===== src/design/usbsup_pkg.sv =====
package usbsup_pkg;

	// ----------------------------------------------------------------
	// Parameter indexes on the parameter access port
	// ----------------------------------------------------------------
	localparam logic [1:0] IDX_STATION  = 2'h0;
	localparam logic [1:0] IDX_INTERVAL = 2'h1;
	localparam logic [1:0] IDX_SELECT   = 2'h2;

	// ----------------------------------------------------------------
	// Values after reset and setting codes
	// ----------------------------------------------------------------
	localparam logic [15:0] STATION_RESET  = 16'h0000;
	localparam logic [15:0] STATION_MAX    = 16'h001f;
	localparam logic [15:0] INTERVAL_RESET = 16'h270f;
	localparam logic [15:0] INTERVAL_ZERO  = 16'h0000;
	localparam logic [15:0] INTERVAL_MAX   = 16'h270e;
	localparam logic [15:0] INTERVAL_OFF   = 16'h270f;
	localparam logic [15:0] SELECT_RESET   = 16'h270f;
	localparam logic [15:0] SEL_MAKER      = 16'h0002;
	localparam logic [15:0] SEL_USB        = 16'h0003;
	localparam logic [15:0] SEL_PANEL      = 16'h0004;
	localparam logic [15:0] SEL_AUTO       = 16'h270f;

	// ----------------------------------------------------------------
	// Timing: check interval unit is 0.1 s
	// ----------------------------------------------------------------
	localparam int CLK_PERIOD_NS     = 25;
	localparam int CHECK_UNIT_NS     = 100000000;
	localparam int CHECK_UNIT_CYCLES = CHECK_UNIT_NS / CLK_PERIOD_NS;

	// ----------------------------------------------------------------
	// Carriers
	// ----------------------------------------------------------------
	typedef struct packed {
		logic panel;
		logic usb;
		logic network;
	} usbsup_cmd_src_type;

	typedef struct packed {
		logic        en;
		logic [1:0]  idx;
		logic [15:0] data;
	} usbsup_param_wr_type;

endpackage


===== src/design/usbsup_timer.sv =====
`timescale 1ns/1ps
`default_nettype none

module usbsup_timer #(
	parameter int TICK_CYCLES = usbsup_pkg::CHECK_UNIT_CYCLES
) (
	input  wire logic        ref_clk,
	input  wire logic        rst_n,
	input  wire logic        run,
	input  wire logic        restart,
	input  wire logic [15:0] interval,
	output logic             expired
);

	logic [31:0] prescale_q;
	logic [15:0] elapsed_q;
	logic        tick;

	assign tick = (prescale_q == 32'(TICK_CYCLES - 1));

	// ----------------------------------------------------------------
	// Prescaler to 0.1 s ticks
	// ----------------------------------------------------------------
	always_ff @(posedge ref_clk or negedge rst_n) begin
		if (!rst_n) begin
			prescale_q <= 32'h0;
		end else if (!run || restart || tick) begin
			prescale_q <= 32'h0;
		end else begin
			prescale_q <= prescale_q + 32'h1;
		end
	end

	// ----------------------------------------------------------------
	// Silence time, saturating
	// ----------------------------------------------------------------
	always_ff @(posedge ref_clk or negedge rst_n) begin
		if (!rst_n) begin
			elapsed_q <= 16'h0;
		end else if (!run || restart) begin
			elapsed_q <= 16'h0;
		end else if (tick && elapsed_q != 16'hffff) begin
			elapsed_q <= elapsed_q + 16'h1;
		end
	end

	// ----------------------------------------------------------------
	// Expiry once silence is longer than the interval
	// ----------------------------------------------------------------
	always_ff @(posedge ref_clk or negedge rst_n) begin
		if (!rst_n) begin
			expired <= 1'b0;
		end else begin
			expired <= run && !restart && (elapsed_q > interval);
		end
	end

endmodule // usbsup_timer

`default_nettype wire


===== src/design/usbsup_top.sv =====
`timescale 1ns/1ps
`default_nettype none

module usbsup_top #(
	parameter int TICK_CYCLES = usbsup_pkg::CHECK_UNIT_CYCLES
) (
	input  wire logic                            ref_clk,
	input  wire logic                            rst_n,
	input  wire logic                            usbAttachPin,
	input  wire logic                            usbExchange,
	input  wire logic                            panelUnitMode,
	input  wire logic                            networkMode,
	input  wire logic                            driveStopped,
	input  wire usbsup_pkg::usbsup_param_wr_type paramWr,
	input  wire logic [1:0]                      paramRdIdx,
	output logic [15:0]                          paramRdData,
	output logic                                 paramWrAck,
	output logic                                 paramWrRefused,
	output usbsup_pkg::usbsup_cmd_src_type       cmdSrc,
	output logic                                 modeIndicatorEn,
	output logic                                 usbParamAccessEn,
	output logic [4:0]                           activeStation,
	output logic                                 usbFault,
	output logic                                 usbLinkUp
);

	// ----------------------------------------------------------------
	// Write check
	// ----------------------------------------------------------------
	function automatic logic writeOk(
		input logic [1:0]  idx,
		input logic [15:0] data,
		input logic        stopped
	);
		logic ok;
		ok = 1'b0;
		unique case (idx)
			usbsup_pkg::IDX_STATION:  ok = (data <= usbsup_pkg::STATION_MAX);
			usbsup_pkg::IDX_INTERVAL: ok = (data <= usbsup_pkg::INTERVAL_OFF);
			usbsup_pkg::IDX_SELECT: begin
				ok = stopped &&
					(data == usbsup_pkg::SEL_MAKER ||
					 data == usbsup_pkg::SEL_USB ||
					 data == usbsup_pkg::SEL_PANEL ||
					 data == usbsup_pkg::SEL_AUTO);
			end
			default: ok = 1'b0;
		endcase
		return ok;
	endfunction

	logic [15:0] station_q;
	logic [15:0] interval_q;
	logic [15:0] select_q;
	logic [4:0]  activeStation_q;
	logic [15:0] activeInterval_q;
	logic        loadPending_q;
	logic        syncA_q;
	logic        syncB_q;
	logic        syncC_q;
	logic        usbLink_q;
	logic        wrOk;
	logic        usbWins;
	logic        panelWins;
	logic        timeoutRun;
	logic        timeoutHit;
	logic        zeroTrip;
	logic        usbFault_q;
	logic [15:0] rdData_q;
	logic        wrAck_q;
	logic        wrRefused_q;
	usbsup_pkg::usbsup_cmd_src_type src_d;
	usbsup_pkg::usbsup_cmd_src_type src_q;
	logic        indicator_q;
	logic        access_q;

	assign wrOk = writeOk(paramWr.idx, paramWr.data, driveStopped);

	// ----------------------------------------------------------------
	// Parameter storage
	// ----------------------------------------------------------------
	always_ff @(posedge ref_clk or negedge rst_n) begin
		if (!rst_n) begin
			station_q  <= usbsup_pkg::STATION_RESET;
			interval_q <= usbsup_pkg::INTERVAL_RESET;
			select_q   <= usbsup_pkg::SELECT_RESET;
		end else if (paramWr.en && wrOk) begin
			unique case (paramWr.idx)
				usbsup_pkg::IDX_STATION:  station_q  <= paramWr.data;
				usbsup_pkg::IDX_INTERVAL: interval_q <= paramWr.data;
				usbsup_pkg::IDX_SELECT:   select_q   <= paramWr.data;
				default: ;
			endcase
		end
	end

	// ----------------------------------------------------------------
	// Write answer
	// ----------------------------------------------------------------
	always_ff @(posedge ref_clk or negedge rst_n) begin
		if (!rst_n) begin
			wrAck_q     <= 1'b0;
			wrRefused_q <= 1'b0;
		end else begin
			wrAck_q     <= paramWr.en && wrOk;
			wrRefused_q <= paramWr.en && !wrOk;
		end
	end

	// ----------------------------------------------------------------
	// Settings that act only from the first cycle after reset
	// ----------------------------------------------------------------
	always_ff @(posedge ref_clk or negedge rst_n) begin
		if (!rst_n) begin
			loadPending_q    <= 1'b1;
			activeStation_q  <= 5'h0;
			activeInterval_q <= usbsup_pkg::INTERVAL_RESET;
		end else if (loadPending_q) begin
			loadPending_q    <= 1'b0;
			activeStation_q  <= station_q[4:0];
			activeInterval_q <= interval_q;
		end
	end

	// ----------------------------------------------------------------
	// Connection detect pin synchroniser
	// ----------------------------------------------------------------
	always_ff @(posedge ref_clk or negedge rst_n) begin
		if (!rst_n) begin
			syncA_q   <= 1'b0;
			syncB_q   <= 1'b0;
			syncC_q   <= 1'b0;
			usbLink_q <= 1'b0;
		end else begin
			syncA_q <= usbAttachPin;
			syncB_q <= syncA_q;
			syncC_q <= syncB_q;
			if (syncB_q == syncC_q) begin
				usbLink_q <= syncC_q;
			end
		end
	end

	// ----------------------------------------------------------------
	// Command source selection
	// ----------------------------------------------------------------
	assign usbWins = (select_q == usbsup_pkg::SEL_USB) ||
		(select_q == usbsup_pkg::SEL_AUTO && usbLink_q);
	assign panelWins = (select_q == usbsup_pkg::SEL_PANEL) ||
		(select_q == usbsup_pkg::SEL_AUTO && !usbLink_q);

	always_comb begin
		src_d.usb     = panelUnitMode && usbWins;
		src_d.panel   = panelUnitMode && panelWins;
		src_d.network = networkMode;
	end

	always_ff @(posedge ref_clk or negedge rst_n) begin
		if (!rst_n) begin
			src_q       <= '0;
			indicator_q <= 1'b0;
			access_q    <= 1'b0;
		end else begin
			src_q       <= src_d;
			indicator_q <= panelWins;
			access_q    <= panelUnitMode &&
				(select_q == usbsup_pkg::SEL_AUTO ||
				 select_q == usbsup_pkg::SEL_USB);
		end
	end

	// ----------------------------------------------------------------
	// Communication check
	// ----------------------------------------------------------------
	assign timeoutRun = !loadPending_q && usbLink_q &&
		activeInterval_q != usbsup_pkg::INTERVAL_ZERO &&
		activeInterval_q <= usbsup_pkg::INTERVAL_MAX;
	assign zeroTrip = !loadPending_q && panelUnitMode &&
		activeInterval_q == usbsup_pkg::INTERVAL_ZERO;

	usbsup_timer #(
		.TICK_CYCLES (TICK_CYCLES)
	) u_timer (
		.ref_clk  (ref_clk),
		.rst_n    (rst_n),
		.run      (timeoutRun),
		.restart  (usbExchange),
		.interval (activeInterval_q),
		.expired  (timeoutHit)
	);

	always_ff @(posedge ref_clk or negedge rst_n) begin
		if (!rst_n) begin
			usbFault_q <= 1'b0;
		end else if (zeroTrip || timeoutHit) begin
			usbFault_q <= 1'b1;
		end
	end

	// ----------------------------------------------------------------
	// Parameter read back
	// ----------------------------------------------------------------
	always_ff @(posedge ref_clk or negedge rst_n) begin
		if (!rst_n) begin
			rdData_q <= 16'h0;
		end else begin
			unique case (paramRdIdx)
				usbsup_pkg::IDX_STATION:  rdData_q <= station_q;
				usbsup_pkg::IDX_INTERVAL: rdData_q <= interval_q;
				usbsup_pkg::IDX_SELECT:   rdData_q <= select_q;
				default:                  rdData_q <= 16'h0;
			endcase
		end
	end

	// ----------------------------------------------------------------
	// Outputs
	// ----------------------------------------------------------------
	assign paramRdData      = rdData_q;
	assign paramWrAck       = wrAck_q;
	assign paramWrRefused   = wrRefused_q;
	assign cmdSrc           = src_q;
	assign modeIndicatorEn  = indicator_q;
	assign usbParamAccessEn = access_q;
	assign activeStation    = activeStation_q;
	assign usbFault         = usbFault_q;
	assign usbLinkUp        = usbLink_q;

endmodule // usbsup_top

`default_nettype wire


===== config.mk =====
export PLATFORM = sky130hd
export DESIGN_NAME = usbsup_top
export DESIGN_NICKNAME = d
export VERILOG_FILES = /design/src/design/usbsup_pkg.sv /design/src/design/usbsup_timer.sv /design/src/design/usbsup_top.sv
export SDC_FILE = /design/constraint.sdc
export NUM_CORES = 1
export LEC_CHECK = 0
export ABC_CLOCK_PERIOD_IN_PS = 2300
export BUFFER_PORTS_ARGS = -buffer_cell sky130_fd_sc_hd__buf_2
export CORE_MARGIN = 4
export CORE_UTILIZATION = 50
export DETAILED_ROUTE_END_ITERATION = 16
export PLACE_DENSITY = 0.68
export SLEW_MARGIN = 30
export SYNTH_ARGS = -nofsm -noshare
export SYNTH_HDL_FRONTEND = slang
export SYNTH_HIERARCHICAL = 1
export SYNTH_SLANG_ARGS = --single-unit

===== constraint.sdc =====
create_clock -name ref_clk -period 2.3 [get_ports ref_clk]
set_input_delay 0.115 -clock ref_clk [delete_from_list [all_inputs] [get_ports ref_clk]]
set_output_delay 0.115 -clock ref_clk [all_outputs]
set_load 0.1 [all_outputs]

==> impl_metrics.csv, run 1 <==
group,metric,value,unit
run_status,status,"complete, no violations",
yosys,ys_warn_count,6,
floorplan,die_h,126,um
clock_tree,clkSlewWorstSetupHoldPaths,0.06,ns
clock_tree,cts_buffers,17,
yosys,syn_inst,604,
grt,grt_pass1_vias,5062,
timing,tightest_slew,0.849,ns
floorplan,die_w,126,um
cells_and_area,finalInstanceArea,8280,sq um
setup_path,crit_slowest_cell,"or4_4",
placement,placed_cell_area,7500,sq um
yosys,synth_ff_type,"dfrtp_1",
timing,fmax,450,MHz
floorplan,core_area,13400,sq um
setup_path,cp.depth,6,
setup_path,worstReg2RegStart,"u_timer/prescale_q[26]",
min_path,hold_class,"in -> reg",
route,drtIter0Drc,343,
timing,fin_skew,0.00704,ns
clock_tree,cts_tree,"done",
cells_and_area,final_layout_size_suffix_gt1_share,27.9,%
clock_tree,cts_max_level,4,
cells_and_area,nets,742,
timing,slew_headroom,43.4,%
timing,setup_tns,0,ns
setup_path,required,2.65,ns
clock_tree,clk_latency,0.42,ns
power,pwr_density_cell,831,nW/um^2
route,wl,15.0,mm
setup_path,endpoint_kind,"register",
power,power.leakage,3.69,nW
route,via_per_inst,5.52,
yosys,synth_edf_count,0,
setup_path,reg2reg_depth,6,
cells_and_area,synthToLayoutAreaGrowth,19.6,%
timing,setup_violations,0,
setup_path,worstPathArrival,2.57,ns
route,drc,0,
yosys,yosysSeqAreaShare,53.6,%
timing,hold_viol,0,
setup_path,path_class,"reg -> reg",
yosys,netlist-cell-type-count,58,
timing,finalCriticalPeriod,2.22,ns
setup_path,r2r_slack,0.08,ns
grt,grt_pass1_wl,25.8,mm
clock_tree,cts_sinks,147,
timing,slew_viol_final,0,
clock_tree,cts_max_path_buffers,2,
setup_path,startpoint_type,"register",
setup_path,critPathBufInv,0,
placement,dp_hpwl,10.7,mm
grt,grt_max_degree,93,
route,postRouteAntennaNets,0,
setup_path,crit_path_max_fanout,7,
run,maxCapViolCount,0,
route,first_pass_iters,4,
route,wire_per_inst,16.9,um
placement,port-buffer-count,57,
yosys,synth-async-reset-ratio,100,%
grt,track_usage,20.2,%
min_path,hold_depth,2,
power,ir_drop,0.000567,V
timing,fin_crit_sh,96.6,%
setup_path,path_delay_family,"simple AND/OR/NAND/NOR gates",
route,num_vias,4882,
cells_and_area,layout_common_cells,"dfrtp_1 (122), nor2_1 (56), buf_2 (56)",
clock_tree,root_buffer,"clkbuf_16",
min_path,min_from,"paramWr[4]",
floorplan,dieArea,15800,sq um
yosys,synth_fp_nets,650,
setup_path,r2r-end,"u_timer/elapsed_q[10]",
floorplan,initial_core_util,51.7,%
min_path,holdPathEnd,"interval_q[4]",
setup_path,crit_chain,"or4_4 > nor4_4 > nand4_4 > a31o_4 > or4_1 > a21oi_1",
cells_and_area,layout_commonest_cell,"dfrtp_1",
yosys,ys_ff_latch,147,
placement,gp_congestion,0.878,
timing,grt_setup_unrepaired,"true",
grt,grt_overflow,0,
yosys,avgSynthCellArea,11.5,sq um
setup_path,cpPeakStageDelay,0.54,ns
floorplan,rows,42,
cells_and_area,final_core_util,61.8,%
grt,grt_antenna_before_repair,0,
yosys,syn_area,6920,sq um
floorplan,io_pins,58,
cells_and_area,diodes,0,
## timing repair
item | CTS | global route
endpoints found under the hold margin | 83 | 0
endpoints found under the setup margin | 0 | 10
hold buffers | 14 | 0
setup buffers | 0 | 0
gates resized for setup | 0 | 2
## registers in the layout (all words and copies together) (netlist names), 3 cells and up
| register | cells |
|---|---|
| station_q | 16 |
| activeStation | 5 |
| u_timer/prescale_q | 32 |
| u_timer/elapsed_q | 16 |
| paramRdData | 16 |
| select_q | 16 |
| cmdSrc | 3 |
| activeInterval_q | 16 |
| interval_q | 16 |
## power by group
group | switching (W) | internal, W
Sequential | 0.000161 | 0.00283
Combinational | 0.000677 | 0.000327
Clock | 0.00115 | 0.00174
## final cells by class
cell class | instances | area, sq um
Clock buffer | 17 | 425
Clock inverter | 15 | 196
Fill cell | 1035 | 5120
Inverter | 21 | 78.8
Multi-Input combinational cell | 418 | 3030
Sequential cell | 147 | 3710
Tap cell | 176 | 220
Timing Repair Buffer | 91 | 619
## synthesized netlist by cell type (3+ instances only)
master	instances	area (sq um)
or4_1	6	45.0
nand4_1	29	181
nand2b_1	3	18.8
mux2i_1	16	160
xnor2_1	16	140
or3_1	5	31.3
a21oi_1	16	80.1
dfstp_2	25	657
inv_1	21	78.8
ha_1	18	225
o21ai_0	24	120
clkbuf_1	10	37.5
nor3_1	9	45.0
dfrtp_1	122	3050
o31ai_1	4	30.0
mux2_4	10	150
mux2_2	38	428
nor4_1	11	68.8
a21o_1	3	22.5
nand3_1	21	105
and3_1	8	50.1
nor2b_1	23	144
a211oi_1	3	22.5
nor2_1	56	210
nor4b_1	3	26.3
xor2_1	22	193
nand2_1	42	158
buf_1	3	11.3
## per-stage QoR
stage / worst slack, ns / hold slack, ns / power (W) / instances
final: 0.0778 / 0.0172 / 0.00688 / 885
after global routing: -0.00689 / 0.00868 / 0.00717 / 885
after CTS: 0.0653 / 0.00529 / 0.00694 / 885
after detailed placement: 0.0883 / 0.224 / 0.00402 / 839
after global placement: 0.130 / 0.223 / 0.00399 / 839
after floorplan: 0.193 / -0.181 / 0.00371 / 604
## how the worst max path moves through the flow
stage | to | start | slack, ns
final | u_timer/elapsed_q[10] | u_timer/prescale_q[26] | 0.08
after global routing | u_timer/elapsed_q[10] | u_timer/prescale_q[26] | -0.007
after CTS | u_timer/elapsed_q[10] | u_timer/prescale_q[26] | 0.07
after detailed placement | u_timer/elapsed_q[10] | u_timer/prescale_q[29] | 0.09
after global placement | u_timer/elapsed_q[10] | u_timer/prescale_q[26] | 0.13
after floorplan | u_timer/elapsed_q[10] | u_timer/prescale_q[0] | 0.19
## cell families (layout without fill, tap and decap cells)
group	Yosys count	in the layout	share of synthesized area (%)
AOI/OAI and AO/OA	60	60	5.51
other	1	1	0.0542
DFF	147	147	53.6
buffers and inverters	39	144	3.00
xor gates and xnor gates	38	38	4.81
and+or+nand+nor	236	236	19.0
adders and majority gates	19	19	3.40
muxes	64	64	10.7
## routing by layer
| metal | routed length (um) | part of all wire, % | vias up | track usage [%] |
|---|---|---|---|---|
| met2 | 6990 | 47 | 102 | 30.4 |
| met1 | 7080 | 47 | 2444 | 28.9 |
| met4 | 182 | 1.2 | 0 | 6.82 |
| met3 | 738 | 4.9 | 14 | 4.95 |
| li1 | - | - | 2322 | - |
| met5 | 0 | 0 | - | 0 |
(Power assumes the default switching activity.)
==> run 2: changes to the inputs <==
--- a/config.mk
+++ b/config.mk
@@ -5,12 +5,13 @@
 export SDC_FILE = /design/constraint.sdc
 export NUM_CORES = 1
 export LEC_CHECK = 0
+export ABC_AREA = 1
 export ABC_CLOCK_PERIOD_IN_PS = 2300
 export BUFFER_PORTS_ARGS = -buffer_cell sky130_fd_sc_hd__buf_2
 export CORE_MARGIN = 4
 export CORE_UTILIZATION = 50
 export DETAILED_ROUTE_END_ITERATION = 16
-export PLACE_DENSITY = 0.68
+export PLACE_DENSITY = 0.67
 export SLEW_MARGIN = 30
 export SYNTH_ARGS = -nofsm -noshare
 export SYNTH_HDL_FRONTEND = slang
==> impl_metrics.csv, run 2 <==
group,metric,value,unit
grt,grt_overflow,0,
route,via_per_inst,5.07,
yosys,synthMuxAreaShare,0,%
route,wl,18.9,mm
setup_path,endpoint_kind,"register",
timing,fmax,542,MHz
timing,hold_viol,0,
floorplan,rows,45,
setup_path,required,2.62,ns
cells_and_area,max_flop_register,"u_timer/prescale_q",
yosys,ys_warn_count,6,
timing,setup_violations,0,
yosys,ys_ff_latch,147,
route,wire_per_inst,14.3,um
yosys,synth_compound_area_share,4.60,%
power,power.leakage,4.45,nW
yosys,yosys.area_share.simple,34.9,%
cells_and_area,layout_commonest_cell,"nand2_1",
route,num_vias,6709,
cells_and_area,nets,1144,
placement,port-buffer-count,57,
grt,track_usage,22.1,%
yosys,avgSynthCellArea,7.85,sq um
placement,dp_hpwl,13.9,mm
setup_path,path_class,"reg -> reg",
setup_path,crit_path_max_fanout,12,
power,power,0.00633,W
route,drc,0,
setup_path,cpPeakStageDelay,0.54,ns
timing,tightest_slew,0.650,ns
cells_and_area,diodes,0,
grt,grt_pass1_vias,6453,
timing,slew_headroom,56.6,%
placement,gp_congestion,0.894,
clock_tree,cts_buffers,17,
yosys,synth_top_family_by_area,"simple AND/OR/NAND/NOR gates",
yosys,synth_edf_count,0,
clock_tree,cts_max_level,4,
cells_and_area,synthToLayoutAreaGrowth,15.9,%
clock_tree,root_buffer,"clkbuf_16",
route,first_pass_iters,5,
clock_tree,cts_sinks,147,
yosys,syn_area,7970,sq um
power,ir_drop,0.000558,V
grt,grt_max_degree,73,
yosys,yosysSeqAreaShare,46.5,%
floorplan,initial_core_util,51.7,%
min_path,hold_class,"in -> reg",
timing,setup_ws,0.455,ns
yosys,synth_fp_nets,1062,
yosys,synth.largest_area_cell,"dfrtp_1",
floorplan,core_area,15400,sq um
timing,holdWs,0.0355,ns
yosys,synth_ff_type,"dfrtp_1",
run,maxCapViolCount,0,
min_path,hold_depth,4,
yosys,netlist-cell-type-count,41,
yosys,synth_most_common_cell,"nand2_1",
yosys,synth.area.top_cells,"dfrtp_1 (38%), nand2_1 (14%), dfstp_2 (8.2%), nor2_1 (6.3%), inv_1 (5.2%)",
floorplan,die_h,134,um
timing,setup_tns,0,ns
run_status,status,"complete, no violations",
clock_tree,cts_max_path_buffers,2,
setup_path,reg2reg_depth,12,
yosys,synth_fa_ha_area_share,2.95,%
grt,grt_antenna_before_repair,0,
yosys,synth-async-reset-ratio,100,%
yosys,yosys.area.top_type_share,38.3,%
cells_and_area,largest_reg_flops,32,
floorplan,io_pins,58,
power,pwr_density_cell,685,nW/um^2
setup_path,crit_slowest_cell,"dfstp_2",
clock_tree,clkSlewWorstSetupHoldPaths,0.07,ns
setup_path,startpoint_type,"register",
placement,place_ws,0.468,ns
floorplan,dieArea,18000,sq um
cells_and_area,nFillCells,1433,
yosys,synth.top_cells.by_count,"nand2_1 (287), nor2_1 (133), dfrtp_1 (122)",
cells_and_area,layout_common_cells,"nand2_1 (287), nor2_1 (133), dfrtp_1 (122)",
grt,grt_pass1_wl,31.8,mm
clock_tree,cts_tree,"done",
timing,fin_crit_sh,80.2,%
floorplan,die_w,134,um
timing,fin_skew,0.00873,ns
cells_and_area,final_layout_size_suffix_gt1_share,19.2,%
yosys,synth_xor_area_share,1.54,%
clock_tree,clk_latency,0.43,ns
timing,finalCriticalPeriod,1.84,ns
route,drtIter0Drc,651,
route,postRouteAntennaNets,0,
timing,grt_setup_unrepaired,"false",
timing,slew_viol_final,0,
setup_path,crit_chain,"inv_1 > nand4_1 > nor2_1 > nand3_1 > nand3_1 > a21oi_1 > inv_1 > nor2_2 > buf_4 > nand2_4 > nand2_1 > nand2_1",
yosys,syn_inst,1016,
setup_path,worstPathArrival,2.17,ns
## run 2: layout make-up
class	count	area, sq um	share of cell area, %
clock buffers	17	425	4.60
flip-flops and latches	147	3710	40.1
inverters	145	551	5.96
repair buffers	89	594	6.43
well taps	211	264	2.86
multi-input cells	698	3510	38.0
clock inverters	15	186	2.02
## run 2: layer usage
layer / up-vias / routed length (um) / track usage, %
li1: 3393 / - / -
met1: 3105 / 8520 / 28.7
met2: 172 / 8990 / 36.2
met3: 39 / 766 / 4.54
met4: 0 / 629 / 9.05
met5: - / 0 / 0
## run 2: metrics by stage
| step | utilization (%) | std cells | area (sq um) |
|---|---|---|---|
| detailed placement | 54.6 | 1270 | 8430 |
| floorplan | - | 1016 | 7970 |
| global route | 59.9 | 1322 | 9240 |
| CTS | 59.9 | 1322 | 9240 |
| global placement | 54.6 | 1270 | 8430 |
| finish | 59.9 | 1322 | 9240 |
## run 2: repair_timing
item	in CTS	in global routing
buffers inserted	0	0
endpoints found under the hold margin	91	0
gates resized for setup	0	0
hold buffers	20	0
endpoints found under the setup margin	0	0
## run 2: power by group
group / internal [W] / switching [W]
Clock: 0.00147 / 0.00131
Combinational: 0.000190 / 0.000558
Sequential: 0.00273 / 0.0000815
Total: 0.00439 / 0.00195
## run 2: logic make-up after synthesis
family | after synthesis
simple gates | 606
buf+inv | 171
flops | 147
compound gates | 58
fa+ha+maj | 19
xor+xnor | 14
other cells | 1
## run 2: worst max-delay path: cells and delay by family (launching register included)
family / cells / cell delay (ns)
buffers and inverters: 3 / 0.33
flip-flops: 1 / 0.54
AO/OA/AOI/OAI: 1 / 0.13
AND/OR/NAND/NOR: 8 / 0.76
## run 2: worst paths after layout
kind | to | slack, ns | from
setup / recovery | u_timer/elapsed_q[2] | 0.46 | activeInterval_q[10]
hold / removal | paramRdData[3] | 0.04 | paramRdIdx[0]
setup reg to reg | u_timer/elapsed_q[2] | 0.46 | activeInterval_q[10]
hold reg to reg | syncB_q | 0.35 | syncA_q
max in group asynchronous | interval_q[9] | 1.27 | rst_n
min in group asynchronous | u_timer/prescale_q[24] | 0.26 | rst_n
